<file path="src/rtl/sdadc_defs.svh">
// Purpose: Offsets, field positions, reset values and timing counts of the converter control block.
// Assumes: Register indexes are word indexes; the byte address is four times the index.
// Notes:   Definitions only.
`ifndef SDADC_DEFS_SVH
`define SDADC_DEFS_SVH

`define IDX_CONFIG_A      8'h93
`define IDX_CONFIG_B      8'h94
`define IDX_CONFIG_C      8'h95
`define IDX_RESULT_HIGH   8'h97
`define IDX_RESULT_MID    8'h98
`define IDX_RESULT_LOW    8'h99
`define IDX_IRQ_STATUS    8'h9A
`define IDX_IRQ_MASK      8'h9B

`define CFGA_EN_BIT       0
`define CFGB_RDY_BIT      0
`define CFGB_OFS_LSB      1
`define CFGB_OSR_LSB      4
`define CFGC_KS_LSB       0
`define CFGC_INV_BIT      3
`define CFGC_CHOP_BIT     4

`define RST_CONFIG_A      8'h00
`define RST_CONFIG_B      8'h76
`define RST_CONFIG_C      8'h10
`define RST_RESULT        24'h00_0000
`define RST_IRQ           3'h0

`define IRQ_WORD_BIT      0
`define IRQ_SAT_BIT       1
`define IRQ_SETTLED_BIT   2

`define SETTLE_WORDS      3

`define SAT_POS           24'h7f_fff0
`define SAT_NEG           24'h80_0000

`define SYS_CLK_HZ        25000000
`define CONV_CLK_BASE_HZ  250000
`define CONV_HALF_CYCLES  (`SYS_CLK_HZ / (2 * `CONV_CLK_BASE_HZ))

`endif

</file>
<file path="src/rtl/sdadc_pkg.sv">
// Purpose: Types and decoding shared by the converter control block.
// Assumes: Constants live in sdadc_defs.svh.
// Notes:   None.
package sdadc_pkg;

    typedef enum logic [1:0] {
        OFS_M75 = 2'b00,
        OFS_M50 = 2'b01,
        OFS_M25 = 2'b10,
        OFS_0   = 2'b11
    } ofs_sel_t;

    typedef enum logic [2:0] {
        KS_250K  = 3'b000,
        KS_125K  = 3'b001,
        KS_62K5  = 3'b010,
        KS_31K25 = 3'b011
    } ks_sel_t;

    typedef logic [2:0] osr_sel_t;

    // Base-two logarithm of the decimation ratio.
    function automatic logic [3:0] osr_log2(input osr_sel_t sel);
        logic [3:0] k;
        k = 4'd6;
        unique case (sel)
            3'b000: k = 4'd6;
            3'b001: k = 4'd7;
            3'b010: k = 4'd8;
            3'b011: k = 4'd10;
            3'b100: k = 4'd12;
            3'b101: k = 4'd13;
            3'b110: k = 4'd14;
            3'b111: k = 4'd15;
        endcase
        return k;
    endfunction : osr_log2

endpackage : sdadc_pkg

</file>
<file path="src/rtl/dec_if.sv">
// Purpose: Carries samples and settings to the decimator and words back.
// Assumes: Single clock domain.
// Notes:   None.
`timescale 1ns/10ps
interface dec_if;
    logic                 run;
    logic                 sample_en;
    logic                 mod_bit;
    sdadc_pkg::osr_sel_t  osr_sel;
    sdadc_pkg::ofs_sel_t  ofs_sel;
    logic                 word_valid;
    logic [23:0]          word;
    logic                 sat;

    modport ctrl (output run, sample_en, mod_bit, osr_sel, ofs_sel, input word_valid, word, sat);
    modport dec  (input run, sample_en, mod_bit, osr_sel, ofs_sel, output word_valid, word, sat);
endinterface : dec_if

</file>
<file path="src/rtl/sdadc_decimator.sv">
// Purpose: Counts modulator ones over one oversampling period and forms a signed 24-bit word.
// Assumes: sample_en is a one-cycle pulse per converter clock period.
// Notes:   The word is scaled to full 24-bit range, offset, then clamped.
`include "sdadc_defs.svh"
`timescale 1ns/10ps
module sdadc_decimator (
    input  wire logic clk_i,
    input  wire logic rst_i,
    dec_if.dec        dec
);
    logic [3:0]         k;
    logic [15:0]        n;
    logic [15:0]        cnt_r;
    logic [15:0]        ones_r;
    logic [15:0]        ones_f;
    logic signed [17:0] val;
    logic signed [25:0] scaled;
    logic signed [25:0] offs;
    logic signed [25:0] sum;
    logic [23:0]        word_nxt;
    logic               sat_nxt;
    logic               last;

    assign k      = sdadc_pkg::osr_log2(dec.osr_sel);
    assign n      = 16'(17'd1 << k);
    assign last   = dec.sample_en && (cnt_r == n - 16'd1);
    assign ones_f = ones_r + {15'd0, dec.mod_bit};
    assign val    = $signed({1'b0, ones_f, 1'b0}) - $signed({2'b00, n});
    assign scaled = $signed({{8{val[17]}}, val}) <<< (5'd23 - {1'b0, k});
    // The offset is a quarter of full scale per step below code 11.
    assign offs   = -$signed({24'd0, 2'd3 - dec.ofs_sel} << 21);
    assign sum    = scaled + offs;

    always_comb begin
        // Two's-complement word, clamped to the codes 0x7FFFF0 and 0x800000.
        sat_nxt  = 1'b0;
        word_nxt = sum[23:0];
        if (sum > $signed({2'b00, `SAT_POS})) begin
            word_nxt = `SAT_POS;
            sat_nxt  = 1'b1;
        end else if (sum < -$signed({2'b00, `SAT_NEG})) begin
            word_nxt = `SAT_NEG;
            sat_nxt  = 1'b1;
        end
    end

    always_ff @(posedge clk_i) begin
        if (rst_i || !dec.run) begin
            cnt_r  <= 16'h0000;
            ones_r <= 16'h0000;
        end else if (last) begin
            cnt_r  <= 16'h0000;
            ones_r <= 16'h0000;
        end else if (dec.sample_en) begin
            cnt_r  <= cnt_r + 16'd1;
            ones_r <= ones_f;
        end
    end

    always_ff @(posedge clk_i) begin
        if (rst_i) begin
            dec.word_valid <= 1'b0;
            dec.word       <= `RST_RESULT;
            dec.sat        <= 1'b0;
        end else begin
            dec.word_valid <= dec.run && last;
            if (dec.run && last) begin
                dec.word <= word_nxt;
                dec.sat  <= sat_nxt;
            end
        end
    end
endmodule : sdadc_decimator

</file>
<file path="src/rtl/sigma_delta_adc_result_ctrl.sv">
// Purpose: Register side and result path of a delta-sigma converter, reached over classic Wishbone.
// Assumes: 25 MHz clk_i; mod_bit_i is the modulator bitstream from the analogue front end.
// Notes:   Register index i sits at byte address 4*i; data in bits 7:0.
//
// How it works
// - Ready flag sets whenever a new word lands in the three result bytes.
// - Ready flag stays high until software writes it to zero.
// - Offset select 00/01/10/11 adds -75/-50/-25/0 percent of reference.
// - Oversampling select picks 64,128,256,1024,4096,8192,16384,32768.
// - Clock select gives 250, 125, 62.5, 31.25 kHz; 1xx reserved.
// - One word per oversampling period: converter clock over ratio.
// - First two words after enable are unsettled; third onward valid.
// - Result bytes are read-only, reset to zero, ignore writes.
// - Result bits 23:16, 15:8, 7:0 go to high, mid, low bytes.
// - Result is two's complement with bit 23 as sign.
// - Results clamp at codes 0x7FFFF0 and 0x800000.
// - Enable bit in the first config register starts the converter; resets to zero.
`include "sdadc_defs.svh"
`timescale 1ns/10ps
module sigma_delta_adc_result_ctrl (
    input  wire logic        clk_i,
    input  wire logic        rst_i,
    input  wire logic        wb_cyc_i,
    input  wire logic        wb_stb_i,
    input  wire logic        wb_we_i,
    input  wire logic [9:0]  wb_adr_i,
    input  wire logic [3:0]  wb_sel_i,
    input  wire logic [31:0] wb_dat_i,
    output logic      [31:0] wb_dat_o,
    output logic             wb_ack_o,
    input  wire logic        mod_bit_i,
    output logic             conv_clk_o,
    output logic             converter_enable_o,
    output logic             chopper_enable_o,
    output logic             conv_clock_invert_o,
    output logic             irq_o
);
    dec_if dbus ();

    sdadc_decimator u_dec (
        .clk_i (clk_i),
        .rst_i (rst_i),
        .dec   (dbus.dec)
    );

    logic                 converter_enable_r;
    logic                 conv_ready_flag_r;
    sdadc_pkg::ofs_sel_t  offset_select_r;
    sdadc_pkg::osr_sel_t  oversample_ratio_select_r;
    logic [2:0]           conv_clock_select_r;
    logic                 conv_clock_invert_r;
    logic                 chopper_enable_r;
    logic [23:0]          result_r;
    logic [2:0]           irq_status_r;
    logic [2:0]           irq_mask_r;
    logic [2:0]           irq_set;
    logic [1:0]           settle_cnt_r;
    logic                 mod_meta_r;
    logic                 mod_sync_r;
    logic [8:0]           div_cnt_r;
    logic [8:0]           half_len;
    logic                 half_tick;
    logic                 req;
    logic                 wr;
    logic [7:0]           idx;
    logic [7:0]           rd_byte;

    assign req = wb_cyc_i && wb_stb_i && !wb_ack_o;
    assign wr  = req && wb_we_i && wb_sel_i[0];
    assign idx = wb_adr_i[9:2];

    function automatic logic wr_to(input logic [7:0] target);
        return wr && (idx == target);
    endfunction : wr_to

    // Bus answer: ack one cycle after the request, then dropped for a cycle.
    always_ff @(posedge clk_i) begin
        if (rst_i) begin
            wb_ack_o <= 1'b0;
            wb_dat_o <= 32'h0000_0000;
        end else begin
            wb_ack_o <= req;
            if (req) begin
                wb_dat_o <= {24'h00_0000, wb_we_i ? 8'h00 : rd_byte};
            end
        end
    end

    always_comb begin
        rd_byte = 8'h00;
        unique case (idx)
            `IDX_CONFIG_A:    rd_byte = {7'd0, converter_enable_r};
            `IDX_CONFIG_B:    rd_byte = {1'b0, oversample_ratio_select_r, 1'b0, offset_select_r, conv_ready_flag_r};
            `IDX_CONFIG_C:    rd_byte = {3'd0, chopper_enable_r, conv_clock_invert_r, conv_clock_select_r};
            `IDX_RESULT_HIGH: rd_byte = result_r[23:16];
            `IDX_RESULT_MID:  rd_byte = result_r[15:8];
            `IDX_RESULT_LOW:  rd_byte = result_r[7:0];
            `IDX_IRQ_STATUS:  rd_byte = {5'd0, irq_status_r};
            `IDX_IRQ_MASK:    rd_byte = {5'd0, irq_mask_r};
            default:          rd_byte = 8'h00;
        endcase
    end

    // Configuration registers.
    always_ff @(posedge clk_i) begin
        if (rst_i) begin
            converter_enable_r        <= 1'(`RST_CONFIG_A >> `CFGA_EN_BIT);
            offset_select_r           <= sdadc_pkg::ofs_sel_t'(2'(`RST_CONFIG_B >> `CFGB_OFS_LSB));
            oversample_ratio_select_r <= 3'(`RST_CONFIG_B >> `CFGB_OSR_LSB);
            conv_clock_select_r       <= 3'(`RST_CONFIG_C >> `CFGC_KS_LSB);
            conv_clock_invert_r       <= 1'(`RST_CONFIG_C >> `CFGC_INV_BIT);
            chopper_enable_r          <= 1'(`RST_CONFIG_C >> `CFGC_CHOP_BIT);
            irq_mask_r                <= `RST_IRQ;
        end else begin
            if (wr_to(`IDX_CONFIG_A)) begin
                converter_enable_r <= wb_dat_i[`CFGA_EN_BIT];
            end
            if (wr_to(`IDX_CONFIG_B)) begin
                offset_select_r           <= sdadc_pkg::ofs_sel_t'(wb_dat_i[`CFGB_OFS_LSB +: 2]);
                oversample_ratio_select_r <= wb_dat_i[`CFGB_OSR_LSB +: 3];
            end
            if (wr_to(`IDX_CONFIG_C)) begin
                conv_clock_select_r <= wb_dat_i[`CFGC_KS_LSB +: 3];
                conv_clock_invert_r <= wb_dat_i[`CFGC_INV_BIT];
                chopper_enable_r    <= wb_dat_i[`CFGC_CHOP_BIT];
            end
            if (wr_to(`IDX_IRQ_MASK)) begin
                irq_mask_r <= wb_dat_i[2:0];
            end
        end
    end

    // Ready flag: a new word wins over a software clear in the same cycle.
    always_ff @(posedge clk_i) begin
        if (rst_i) begin
            conv_ready_flag_r <= 1'b0;
        end else if (dbus.word_valid) begin
            conv_ready_flag_r <= 1'b1;
        end else if (wr_to(`IDX_CONFIG_B) && !wb_dat_i[`CFGB_RDY_BIT]) begin
            conv_ready_flag_r <= 1'b0;
        end
    end

    // Result bytes load only from the decimator, all three at once.
    always_ff @(posedge clk_i) begin
        if (rst_i) begin
            result_r <= `RST_RESULT;
        end else if (dbus.word_valid) begin
            result_r <= dbus.word;
        end
    end

    // Words since enable; the third and later count as settled.
    always_ff @(posedge clk_i) begin
        if (rst_i || !converter_enable_r) begin
            settle_cnt_r <= 2'd0;
        end else if (dbus.word_valid && settle_cnt_r != 2'(`SETTLE_WORDS - 1)) begin
            settle_cnt_r <= settle_cnt_r + 2'd1;
        end
    end

    assign irq_set[`IRQ_WORD_BIT]    = dbus.word_valid;
    assign irq_set[`IRQ_SAT_BIT]     = dbus.word_valid && dbus.sat;
    assign irq_set[`IRQ_SETTLED_BIT] = dbus.word_valid && settle_cnt_r == 2'(`SETTLE_WORDS - 1);

    always_ff @(posedge clk_i) begin
        if (rst_i) begin
            irq_status_r <= `RST_IRQ;
            irq_o        <= 1'b0;
        end else begin
            irq_status_r <= irq_set | (irq_status_r & ~(wr_to(`IDX_IRQ_STATUS) ? wb_dat_i[2:0] : 3'd0));
            irq_o        <= |(irq_status_r & irq_mask_r);
        end
    end

    // Modulator bit crosses in from the analogue side.
    always_ff @(posedge clk_i) begin
        if (rst_i) begin
            mod_meta_r <= 1'b0;
            mod_sync_r <= 1'b0;
        end else begin
            mod_meta_r <= mod_bit_i;
            mod_sync_r <= mod_meta_r;
        end
    end

    // Converter clock: half period of 50 system cycles at 250 kHz, doubled per code step up to 011; 1xx gives 50.
    assign half_len  = (conv_clock_select_r[2] ? 9'(`CONV_HALF_CYCLES)
                                               : 9'(`CONV_HALF_CYCLES) << conv_clock_select_r[1:0]);
    assign half_tick = converter_enable_r && (div_cnt_r == half_len - 9'd1);

    always_ff @(posedge clk_i) begin
        if (rst_i || !converter_enable_r) begin
            div_cnt_r      <= 9'd0;
            conv_clk_o     <= 1'b0;
            dbus.sample_en <= 1'b0;
            dbus.mod_bit   <= 1'b0;
        end else begin
            div_cnt_r      <= half_tick ? 9'd0 : div_cnt_r + 9'd1;
            dbus.sample_en <= half_tick && ((!conv_clk_o) ^ conv_clock_invert_r);
            if (half_tick) begin
                conv_clk_o   <= !conv_clk_o;
                dbus.mod_bit <= mod_sync_r;
            end
        end
    end

    always_ff @(posedge clk_i) begin
        if (rst_i) begin
            converter_enable_o  <= 1'b0;
            chopper_enable_o    <= 1'b1;
            conv_clock_invert_o <= 1'b0;
            dbus.run            <= 1'b0;
            dbus.osr_sel        <= 3'b111;
            dbus.ofs_sel        <= sdadc_pkg::OFS_0;
        end else begin
            converter_enable_o  <= converter_enable_r;
            chopper_enable_o    <= chopper_enable_r;
            conv_clock_invert_o <= conv_clock_invert_r;
            dbus.run            <= converter_enable_r;
            dbus.osr_sel        <= oversample_ratio_select_r;
            dbus.ofs_sel        <= offset_select_r;
        end
    end

    // Helper: cycles since the converter clock last toggled.
    logic [9:0] tog_gap_r;
    always_ff @(posedge clk_i) begin
        if (rst_i || !converter_enable_r || half_tick) begin
            tog_gap_r <= 10'd0;
        end else begin
            tog_gap_r <= tog_gap_r + 10'd1;
        end
    end
endmodule : sigma_delta_adc_result_ctrl

</file>
<file path="config.mk">
export PLATFORM = sky130hd
export DESIGN_NAME = sigma_delta_adc_result_ctrl
export DESIGN_NICKNAME = d
export VERILOG_FILES = /design/src/rtl/sdadc_pkg.sv /design/src/rtl/dec_if.sv /design/src/rtl/sdadc_decimator.sv /design/src/rtl/sigma_delta_adc_result_ctrl.sv
export VERILOG_INCLUDE_DIRS = /design/src /design/src/rtl
export SDC_FILE = /design/constraint.sdc
export NUM_CORES = 1
export LEC_CHECK = 0
export ABC_CLOCK_PERIOD_IN_PS = 6250
export BUFFER_PORTS_ARGS = -buffer_cell sky130_fd_sc_hd__buf_4
export CAP_MARGIN = 40
export CORE_MARGIN = 2
export CORE_UTILIZATION = 50
export CTS_CLUSTER_DIAMETER = 30
export CTS_CLUSTER_SIZE = 20
export DETAILED_ROUTE_END_ITERATION = 16
export PLACE_DENSITY = 0.69
export SYNTH_ARGS = -nofsm -noshare
export SYNTH_HDL_FRONTEND = slang
export SYNTH_HIERARCHICAL = 1
export SYNTH_SLANG_ARGS = --single-unit
</file>
<file path="constraint.sdc">
create_clock -name clk_i -period 6.25 [get_ports clk_i]
set_clock_uncertainty 0.15 [all_clocks]
set_input_delay 1.25 -clock clk_i [delete_from_list [all_inputs] [get_ports clk_i]]
set_output_delay 1.25 -clock clk_i [all_outputs]
set_load 0.01 [all_outputs]
</file>
[Word level (Yosys, flattened, before mapping)]
Memories as Yosys holds them, arrays and structs flattened. A register that Yosys moved wholly into a read port is not among the register bits.
Index checks and enable logic that the tools add are counted.
Widths: inputs -> output; s select.
Operators by class
  shift-type cells: 3
  add/subtract/negate cells: 11
  bitwise logic cells: 5
  reduce and logical (&&, ||, !) cells: 28
  equal/unequal tests: 12
  muxes and demuxes: 11
  magnitude comparators: 2
Operators with widths (count)
  $eq 8x8->1 const B: 8
  $pmux 8 s8: 1
  $mux 24: 2
  $add 26x26->26: 1
  $gt 26x24->1 const B: 1
  $lt 26x24->1 const B: 1
  $neg 23->26: 1
  $sshl 18x5->26: 1
  $sub 17x16->18: 1
  $logic_and 1x1->1: 17
  $add 16x1->16: 1
  $add 16x1->16 const B: 1
  $eq 16x16->1: 1
  $shl 1x4->16 const A: 1
  $sub 16x1->16 const B: 1
  $add 9x1->9 const B: 1
  $eq 9x9->1: 1
  $mux 9: 1
  $shl 6x2->9 const A: 1
  $sub 9x1->9 const B: 1
  $mux 8: 1
  $and 3x3->3: 2
  $mux 3: 2
  $logic_not 1->1: 5
  13 further kinds: 18
Word-level totals
  output and inout port bits: 38
  word-level logic and storage cells: 102
  memory bits (read-only): 32
  memories: 1
  flip-flop bits (word level): 131
Memories
  (no name shown): depth 8, bits a word 4, rd ports 1, clocked after Yosys merged registers in 1, write ports 0, RTL line sdadc_pkg.sv:26  | unique case (sel)

[Depth between registers and ports, before layout]
Gate-level depths: netlist of run 1.
  depth after elaboration: 9
  gate-level depth with buffers: 26
  mapped depth without buffers: 24

[Modules after synthesis]
The synthesis of run 1 kept the hierarchy.
By module, submodules not included
  sdadc_decimator: seq. area each 1161.1 um^2, area each 4586.9 um^2, cells an instance 571, instances 1
  sigma_delta_adc_result_ctrl: seq. area each 1521.5 um^2, area each 3554.7 um^2, cells an instance 378, instances 1

[Worst setup path before layout of run 1]
No wires, ideal clock.
  path kind: flip-flop to flip-flop
  start: reg dbus.mod_bit
  end: reg u_dec.dec.word[4]
  cell stages (with the launch flop): 25
  setup time: 0.062 ns
  required time: 6.038 ns
  path buffers: 5
  data arrival time: 4.885 ns
  setup slack: 1.153 ns
  cell sequence: dfxtp_1 -> ha_1 -> nand2_1 -> nor2_1 -> and3_1 -> and2_1 -> clkbuf_1 -> nand4_1 -> xnor2_1 -> ha_1 -> buf_2 -> or4_1 -> o211a_2 -> mux4_2 -> a21oi_1 -> ha_1 -> inv_1 -> fa_1 -> clkbuf_1 -> nor3_4 -> nand2b_1 -> a31o_1 -> buf_6 -> buf_12 -> nor2_4
Between the ends
  longest elaborated chain between the ends: 7
RTL lines
  start, declared: RTL line dec_if.sv:8  | logic mod_bit;
  start signal, assigned: RTL line sigma_delta_adc_result_ctrl.sv:203  | dbus.mod_bit <= mod_sync_r;
  $add 16x1->16 (*): RTL line sdadc_decimator.sv:27  | assign ones_f = ones_r + {15'd0, dec.mod_bit};
  named net u_dec.ones_f[12]: RTL line sdadc_decimator.sv:15  | logic [15:0] ones_f;
  $sub 17x16->18 (*): RTL line sdadc_decimator.sv:28  | assign val = $signed({1'b0, ones_f, 1'b0}) - $signed({2'b00, n});
  $sshl 18x5->26 (*): RTL line sdadc_decimator.sv:29  | assign scaled = $signed({{8{val[17]}}, val}) <<< (5'd23 - {1'b0, k});
  $add 26x26->26 (*): RTL line sdadc_decimator.sv:32  | assign sum = scaled + offs;
  $lt 26x24->1: RTL line sdadc_decimator.sv:41  | end else if (sum < -$signed({2'b00, `SAT_NEG})) begin
  $mux 24: RTL line sdadc_decimator.sv:41
  $mux 24 (*): RTL line sdadc_decimator.sv:38  | if (sum > $signed({2'b00, `SAT_POS})) begin
  end signal, assigned: RTL line sdadc_decimator.sv:63  | dec.word <= `RST_RESULT;
  end signal, assigned: RTL line sdadc_decimator.sv:68  | dec.word <= word_nxt;
  end, declared: RTL line dec_if.sv:16  | modport dec (input run, sample_en, mod_bit, osr_sel, ofs_sel, output word_valid, word, sat);
Mark *: on every way through the listed nets, which the timed path passes. The rest lies on a longest branch.
A chain may end at the register's enable or synchronous reset.

[Final worst setup path of run 1]
  start: reg dbus.mod_bit
  end: reg u_dec.dec.word[10]
The elaborated chain is that of the path after synthesis.

==> results of run 1 <==
-- kinds of logic after synthesis --
| logic type | after synthesis | share of synthesized area |
|---|---|---|
| AO/OA/AOI/OAI | 174 | 0.160 |
| XOR/XNOR | 71 | 0.0764 |
| adder cells (fa/ha/maj) | 27 | 0.0424 |
| buffers and inverters | 105 | 0.0693 |
| flip-flops | 134 | 0.329 |
| multiplexers | 67 | 0.0919 |
| other | 2 | 0.000922 |
| AND/OR/NAND/NOR | 369 | 0.229 |
-- sequential cells by signal (all words and copies together) (netlist names), 2 cells and up --
| signal | cells |
|---|---|
| dbus.ofs_sel | 2 |
| irq_mask_r | 3 |
| conv_clock_select_r | 3 |
| u_dec/cnt_r | 16 |
| div_cnt_r | 9 |
| irq_status_r | 3 |
| settle_cnt_r | 2 |
| oversample_ratio_select_r | 3 |
| u_dec/dec.word | 24 |
| offset_select_r | 2 |
| result_r | 24 |
| wb_dat_o | 8 |
| u_dec/ones_r | 16 |
| dbus.osr_sel | 3 |
-- worst register-to-register path, cell delays in order (launching register included) --
cell and delay, ns:
dfxtp_1 0.39, ha_1 0.23, and3_1 0.25, and3_1 0.22
nand3_1 0.19, nor2_1 0.18, xor2_1 0.22, ha_1 0.34
a21oi_1 0.28, o21ai_1 0.18, or4_1 0.42, o211a_2 0.18
mux4_2 0.48, a21oi_1 0.17, ha_1 0.16, inv_1 0.06
fa_1 0.52, nor3_1 0.25, a311o_1 0.19, nand3_1 0.08
buf_4 0.20, o32ai_1 0.26
-- worst max-delay path by stage --
stage | to | startpoint | slack [ns] | cells after the start
2_1_floorplan | u_dec/dec.word[4] | dbus.mod_bit | 1.15 | 24
3_3_place_gp | u_dec/dec.word[10] | dbus.mod_bit | 0.64 | 21
3_5_place_dp | u_dec/dec.word[10] | dbus.mod_bit | 0.61 | 21
4_1_cts | u_dec/dec.word[10] | dbus.mod_bit | 0.58 | 21
5_1_grt | u_dec/dec.word[10] | dbus.mod_bit | 0.16 | 21
6_report | u_dec/dec.word[10] | dbus.mod_bit | 0.58 | 21
-- cell type report --
cell class / count / area, um^2 / share of cell area
multi-input cells: 738 / 5000 / 0.554
flip-flops and latches: 134 / 2680 / 0.297
clock buffers: 17 / 425 / 0.0471
repair buffers: 48 / 360 / 0.0399
well taps: 216 / 270 / 0.0299
clock inverters: 15 / 184 / 0.0204
inverters: 29 / 109 / 0.0121
-- power by group through the flow --
stage | Combinational [mW] | Clock, mW | Sequential, mW
detailed placement | 0.0790 | 0 | 0.874
CTS | 0.0794 | 1.05 | 0.855
global route | 0.0879 | 1.09 | 0.854
global placement | 0.0786 | 0 | 0.874
floorplan | 0.0682 | 0 | 0.874
finish | 0.0801 | 1.03 | 0.855
-- cell usage in the layout, fill, tap and decap left out, types with 8 or more instances in the layout --
cell type  netlist  layout
and3_1          19      19
dfxtp_1        134     134
nand4_1         17      17
or2_2            8       8
a21oi_1         39      39
nor2_1         147     147
xnor2_1         35      35
o21ai_0         31      31
nor2b_1         12      12
ha_1            26      26
inv_1           28      28
nor3_1          13      13
conb_1           2      30
nand3_1         29      29
nand2b_1        11      11
and2_1           9       9
mux2i_1         53      53
buf_4           28      48
nand2_1         59      59
xor2_1          36      36
clkbuf_16        0      17
-- per-layer routing --
layer | vias to the layer above | track usage | wire (um)
met3 | 23 | 0.0401 | 726
met2 | 156 | 0.318 | 7940
met4 | 0 | 0.0634 | 301
met1 | 3090 | 0.287 | 8670
li1 | 3349 | - | -
met5 | - | 0 | 0
-- metrics by stage --
step	hold WS (ns)	cells
3_3_place_gp	0.273	1165
5_1_grt	0.306	1197
6_report	0.288	1197
3_5_place_dp	0.274	1165
4_1_cts	0.289	1197
2_1_floorplan	0.264	977
-- cell usage after synthesis, drive strengths merged (6+ instances only) --
cell type / count / area share
nor3: 17 / 0.014
and4: 7 / 0.0075
xnor2: 35 / 0.038
nand2: 60 / 0.028
ha: 26 / 0.040
nand3: 32 / 0.022
a211oi: 6 / 0.0055
a211o: 6 / 0.0065
o21ai: 35 / 0.022
mux2: 9 / 0.013
o211ai: 9 / 0.010
nand4: 17 / 0.013
xor2: 36 / 0.039
inv: 28 / 0.013
o22ai: 11 / 0.014
mux2i: 53 / 0.065
and3: 20 / 0.016
clkbuf: 24 / 0.011
a21oi: 42 / 0.027
nand2b: 11 / 0.0085
and2: 9 / 0.0069
nor2: 152 / 0.075
buf: 52 / 0.045
nor2b: 12 / 0.0092
or2: 8 / 0.0061
dfxtp: 134 / 0.33
==> qor.yml, run 1 <==
arrival_ns: 5.85
cts_buffers: 17
fillCellCount: 1478
hold_buffers: 0
diodes: 0
port_buffers: 35
initial_core_util: 0.513
timing_hold_violations_final: 0
ir_worst_vdd_mv: 0.218
syn_inst: 949
ios: 90
grt_pass1_wl_mm: 29.5
crit_top_cell: "ha_1"
timing.critical_path.buf_inv: 2
cts.repair.resized: 0
clkLatencyLatePin_ns: 0.42
detailedPlace.worstSlack_ns: 0.607
syn_to_final_growth_pct: 10.9
ys_seq_elements: 134
r2r_slack_ns: 0.58
power.switching_mw: 0.478
path_clk_slew_ns: 0.07
avgSynthCellArea_um2: 8.58
ys_types: 96
grt_pass1_vias: 6022
yosysWarnings: 6
crit_fanout: 11
synth_ff_type: "dfxtp_1"
setup_viol: 0
wl_per_cell_um: 14.7
final_nets: 1047
pwr_density_cell_nw_per_um2: 218
hold_end: "mod_sync_r"
cp_slowest_cell: "fa_1"
cts_tree: "done"
relSlewSlack: 0.448
drtPass1Iterations: 5
final_area_um2: 9030
fp-row-count: 46
cts_setup_buffers: 0
grt_overflow_total: 0
seq_area_frac_synth: 0.329
clkPwrFrac: 0.525
ant_nets: 0
p_leak_nw: 3.49
start_kind: "flip-flop"
status: "finished clean"
drt_wl_total_mm: 17.6
chipHeight_um: 132
final_max_slew_viol_count: 0
max_cap_violations: 0
core_um2: 15900
tns_ns: 0
path_cells: "ha_1 > and3_1 > and3_1 > nand3_1 > nor2_1 > xor2_1 > ha_1 > a21oi_1 > o21ai_1 > or4_1 > o211a_2 > mux4_2 > a21oi_1 > ha_1 > inv_1 > fa_1 > nor3_1 > a311o_1 > nand3_1 > buf_4 > o32ai_1"
via_count: 6618
clockRootBuffer: "clkbuf_16"
p_total_mw: 1.97
via_per_inst: 5.53
min_path_cells: 1
clock_sinks: 134
grt_max_degree: 65
r2r-start: "dbus.mod_bit"
cp-end-kind: "flip-flop"
clock_path_buffers: 2
worst_slew_pin_slew_ns: 0.824
syn-cell-area_um2: 8140
worst_slack_ns: 0.582
fmax_mhz: 176
gp_congestion: 0.886
dp_hpwl_mm: 12.7
cpPeakStageDelay_ns: 0.52
htree_levels: 4
crit_type: "flip-flop to flip-flop"
first_iter_violations: 504
place_area_um2: 8420
die_w_um: 132
grt_usage: 0.205
die_area_um2: 17300
required_ns: 6.43
synth_enable_flop_cells: 0
final_util: 0.569
fin_crit_ns: 5.67
remaining_drc_errors: 0
rsz0062_at_grt: "false"
hp-class: "flip-flop to flip-flop"
combPwrFrac: 0.041
synthArstFlopShare: 0
hp-start: "mod_meta_r"
antenna_found_initial: 0
timing.rr.end: "u_dec/dec.word[10]"
sequentialPowerShare: 0.434
drive_gt1_frac: 0.143
sw_frac_of_total: 0.243
reg2regPathDepth: 21
internal_power_mw: 1.49
min_period_over_period: 0.907
critPathTopFamily: "simple AND/OR/NAND/NOR gates"
(Power assumes the default switching activity.)
==> run 2: changes to the inputs <==
- SYNTH_HIERARCHICAL: 1 -> default
==> qor.yml, run 2 <==
fillCellCount: 1524
seq_area_frac_synth: 0.318
syn_inst: 1031
timing_hold_violations_final: 0
final_max_slew_viol_count: 0
cp-end-kind: "flip-flop"
synth_commonest_cells: "nor2_1, dfxtp_1, nand2_1"
htree_levels: 4
yosysTopAreaCellShare: 0.318
final_nets: 1121
yosysWarnings: 0
remaining_drc_errors: 0
cts_setup_buffers: 0
final_common_cell: "nor2_1"
worst_slew_pin_slew_ns: 0.936
arrival_ns: 5.98
clock_path_buffers: 2
critPathTopFamily: "simple AND/OR/NAND/NOR gates"
crit_top_cell: "ha_1"
drive_gt1_frac: 0.126
min_path_cells: 1
start_kind: "flip-flop"
ant_nets: 0
clkLatencyLatePin_ns: 0.42
gp_congestion: 0.881
tns_ns: 0
grt_pass1_vias: 6758
max_cap_violations: 0
synth_ff_type: "dfxtp_1"
port_buffers: 35
die_area_um2: 18000
via_count: 7325
detailedPlace.worstSlack_ns: 0.255
final_cell_mix: "nor2_1, dfxtp_1, nand2_1"
path_cells: "ha_1 > ha_1 > and3_2 > and3_1 > and2_1 > nand2_1 > xnor2_1 > ha_1 > a21oi_1 > a311oi_2 > o21a_1 > o32ai_1 > a211oi_2 > o211ai_1 > o21ai_0 > ha_1 > inv_1 > fa_1 > and2_1 > or4b_4 > and3_4 > a221o_1"
pwr_density_cell_nw_per_um2: 209
synth_top_area_cell: "dfxtp_1"
reg2regPathDepth: 22
antenna_found_initial: 0
synth_enable_flop_cells: 0
cts.repair.resized: 0
dp_hpwl_mm: 14.6
grt_usage: 0.232
clockRootBuffer: "clkbuf_16"
grt_overflow_total: 0
timing.critical_path.buf_inv: 1
first_iter_violations: 599
final_cells: 1271
drt_wl_total_mm: 20.5
cpPeakStageDelay_ns: 0.56
hp-class: "flip-flop to flip-flop"
final_util: 0.570
timing.rr.end: "u_dec.dec.word[15]"
largest_registers: "result_r (24), u_dec.dec.word (24)"
wl_per_cell_um: 16.1
via_per_inst: 5.76
crit_fanout: 10
status: "finished clean"
fmax_mhz: 171
syn-cell-area_um2: 8490
r2r-start: "dbus.mod_bit"
syn_to_final_growth_pct: 11.4
avgSynthCellArea_um2: 8.24
place_area_um2: 8810
ios: 90
setup_viol: 0
ir_worst_vdd_mv: 0.188
final_area_um2: 9460
ys_types: 94
grt_pass1_wl_mm: 34.0
min_period_over_period: 0.934
hold_buffers: 0
p_total_mw: 1.98
fin_crit_ns: 5.83
grt_max_degree: 73
worst_slack_ns: 0.415
hp-start: "mod_meta_r"
drtPass1Iterations: 5
die_w_um: 134
synthArstFlopShare: 0
p_leak_nw: 3.73
fp-row-count: 47
required_ns: 6.40
hold-worst-slack_ns: 0.289
chipHeight_um: 134
synth_area_leaders: "dfxtp_1, nor2_1, mux2i_1"
clock_sinks: 135
cp_slowest_cell: "or4b_4"
cts_tree: "done"
r2r_slack_ns: 0.42
cts_buffers: 17
initial_core_util: 0.512
hold_end: "mod_sync_r"
relSlewSlack: 0.375
crit_type: "flip-flop to flip-flop"
synth.most_common_cell: "nor2_1"
ys_seq_elements: 135
core_um2: 16600
path_clk_slew_ns: 0.06
placed_cells: 1240
diodes: 0
==> run 2: how the worst max path moves through the flow <==
stage	startpoint	to	slack, ns	cells after the start
6_report	dbus.mod_bit	u_dec.dec.word[15]	0.42	22
5_1_grt	dbus.mod_bit	u_dec.dec.word[15]	-0.02	21
3_5_place_dp	dbus.mod_bit	u_dec.dec.word[5]	0.26	22
2_1_floorplan	u_dec.k[0]	u_dec.dec.word[19]	0.76	20
3_3_place_gp	dbus.mod_bit	u_dec.dec.word[6]	0.28	22
4_1_cts	dbus.mod_bit	u_dec.dec.word[5]	0.19	22
==> run 2: routing by layer <==
layer,part of all wire,vias to the layer above,global-route usage
met4,0.015,0,0.0626
met2,0.47,207,0.378
met5,0,-,0
met1,0.47,3444,0.315
met3,0.051,29,0.0461
li1,-,3645,-
==> run 2: cell type report <==
| cell class | count | area (um^2) | share of cell area |
|---|---|---|---|
| flip-flops and latches | 135 | 2700 | 0.286 |
| clock inverters | 11 | 170 | 0.0180 |
| repair buffers | 55 | 415 | 0.0439 |
| multi-input cells | 804 | 5350 | 0.566 |
| inverters | 26 | 97.6 | 0.0103 |
| clock buffers | 20 | 447 | 0.0472 |
| well taps | 220 | 275 | 0.0291 |
==> run 2: worst reg2reg max path, cell delays in order (launching register included) <==
cell and delay, ns:
dfxtp_1 0.33, ha_1 0.19, ha_1 0.21, and3_2 0.23, and3_1 0.24, and2_1 0.20, nand2_1 0.08, xnor2_1 0.14
ha_1 0.45, a21oi_1 0.16, a311oi_2 0.46, o21a_1 0.22, o32ai_1 0.11, a211oi_2 0.27, o211ai_1 0.12, o21ai_0 0.13
ha_1 0.17, inv_1 0.06, fa_1 0.51, and2_1 0.23, or4b_4 0.56, and3_4 0.24, a221o_1 0.26
==> run 2: power by group <==
group	internal [mW]	switching, mW	total (mW)
Combinational	0.0152	0.0290	0.0442
Sequential	0.861	0.000271	0.862
Clock	0.679	0.394	1.07
==> run 2: cell families (layout without fill, tap and decap cells) <==
logic type / count (synthesis) / count (layout) / share of synthesized area
compound gates: 220 / 220 / 0.183
buf+inv: 115 / 112 / 0.0657
xor+xnor: 81 / 81 / 0.0854
fa+ha+maj: 30 / 30 / 0.0460
flops: 135 / 135 / 0.318
simple gates: 393 / 393 / 0.226
mux: 56 / 56 / 0.0754
other cells: 1 / 24 / 0.000442
==> run 3: changes to the inputs <==
- BUFFER_PORTS_ARGS: -buffer_cell sky130_fd_sc_hd__buf_4 -> -buffer_cell sky130_fd_sc_hd__buf_2
==> qor.yml, run 3 (synthesized netlist as in run 2, its figures left out) <==
gp_congestion: 0.916
clock_sinks: 135
place_area_um2: 8720
grt_usage: 0.232
largest_registers: "result_r (24), u_dec.dec.word (24)"
worst_slew_pin_slew_ns: 1.03
drtPass1Iterations: 5
clock_path_buffers: 2
max_cap_violations: 0
dp_hpwl_mm: 14.8
initial_core_util: 0.512
ant_nets: 0
antenna_found_initial: 0
p_total_mw: 1.92
wl_per_cell_um: 16.1
final_common_cell: "nor2_1"
cts_tree: "done"
relSlewSlack: 0.312
critPathLaunch: "u_dec.k[3]"
clockRootBuffer: "clkbuf_16"
fmax_mhz: 170
arrival_ns: 6.03
final_nets: 1121
fin_crit_ns: 5.87
syn_to_final_growth_pct: 9.96
core_um2: 16600
r2r-start: "u_dec.k[3]"
grt_overflow_total: 0
cts_buffers: 17
die_w_um: 134
rsz0062_at_grt: "false"
timing_hold_violations_final: 0
pwr_density_cell_nw_per_um2: 205
final_area_um2: 9340
final_cell_mix: "nor2_1, dfxtp_1, nand2_1"
die_area_um2: 18000
hp-start: "mod_meta_r"
min_period_over_period: 0.939
tns_ns: 0
drt_wl_total_mm: 20.5
required_ns: 6.41
hp-class: "flip-flop to flip-flop"
path_clk_slew_ns: 0.06
grt_max_degree: 45
remaining_drc_errors: 0
via_count: 7423
grt_pass1_vias: 6832
port_buffers: 35
ios: 90
crit_fanout: 12
drive_gt1_frac: 0.125
clkLatencyLatePin_ns: 0.43
p_leak_nw: 3.70
htree_levels: 4
ir_worst_vdd_mv: 0.187
first_iter_violations: 453
final_max_slew_viol_count: 0
cts_setup_buffers: 0
status: "finished clean"
grt_pass1_wl_mm: 33.8
diodes: 0
setup_viol: 0
chipHeight_um: 134
crit_type: "flip-flop to flip-flop"
cp-end-kind: "flip-flop"
hold_buffers: 0
fp-row-count: 47
start_kind: "flip-flop"
via_per_inst: 5.84
[run 3: cell types whose count changed in the layout (fill, tap and decap cells not counted), moves of 2 or more]
cell        change
buf_2          +35
buf_4          -35
bufinv_16       -2
clkinvlp_4      +2
nor2_1          +2
nor2_2          -2
[run 3: final cells by class]
cell class,instances,area (um^2)
fill,1552,7240
multi-input combinational,804,5340
sequential,135,2700
clock buffer,20,457
timing repair buffer,55,328
tap,220,275
clock inverter,12,136
inverter,26,97.6
[run 3: worst paths after layout]
path | cells after the start | slack (ns) | endpoint
max | 18 | 0.38 | u_dec.dec.word[18]
min | 1 | 0.29 | mod_sync_r
max reg2reg | 18 | 0.38 | u_dec.dec.word[18]
min reg2reg | 1 | 0.29 | mod_sync_r
[run 3: layer usage]
metal	track usage	wire, um
met5	0	0
met1	0.305	9450
met4	0.0860	437
met2	0.381	9570
met3	0.0431	1080
[run 3: where the power goes]
group          internal (mW)  total (mW)  switching [mW]  leakage [nW]
logic                 0.0117      0.0406          0.0288          2.32
clock network          0.614        1.01           0.400         0.290
registers              0.861       0.862        0.000254          1.09
[run 3: through the flow]
stage          setup WS, ns  hold WS [ns]  std cells  utilization
2_1_floorplan         0.765         0.264       1054            -
3_5_place_dp          0.292         0.287       1240        0.526
3_3_place_gp          0.310         0.283       1239        0.525
4_1_cts               0.249         0.299       1272        0.562
6_report              0.383         0.293       1272        0.563
5_1_grt             0.00247         0.310       1272        0.563
[run 3: worst max-delay path, stage by stage (launching register included)]
cell      delay [ns]
dfxtp_1         0.48
nor2_1          0.43
nand2_1         0.27
fa_1            0.53
a21o_1          0.22
a211oi_2        0.36
o211ai_1        0.17
xnor2_1         0.36
o32ai_1         0.13
a211oi_1        0.34
o211ai_1        0.15
o21ai_0         0.12
ha_1            0.16
inv_1           0.05
fa_1            0.51
and2_1          0.23
or4b_4          0.56
and3_4          0.25
a211o_1         0.26
[run 3: what timing repair did]
item                                    in CTS  in global routing
gates resized for setup                      0                  5
endpoints found under the hold margin        0                  0
endpoints found under the setup margin       0                 15
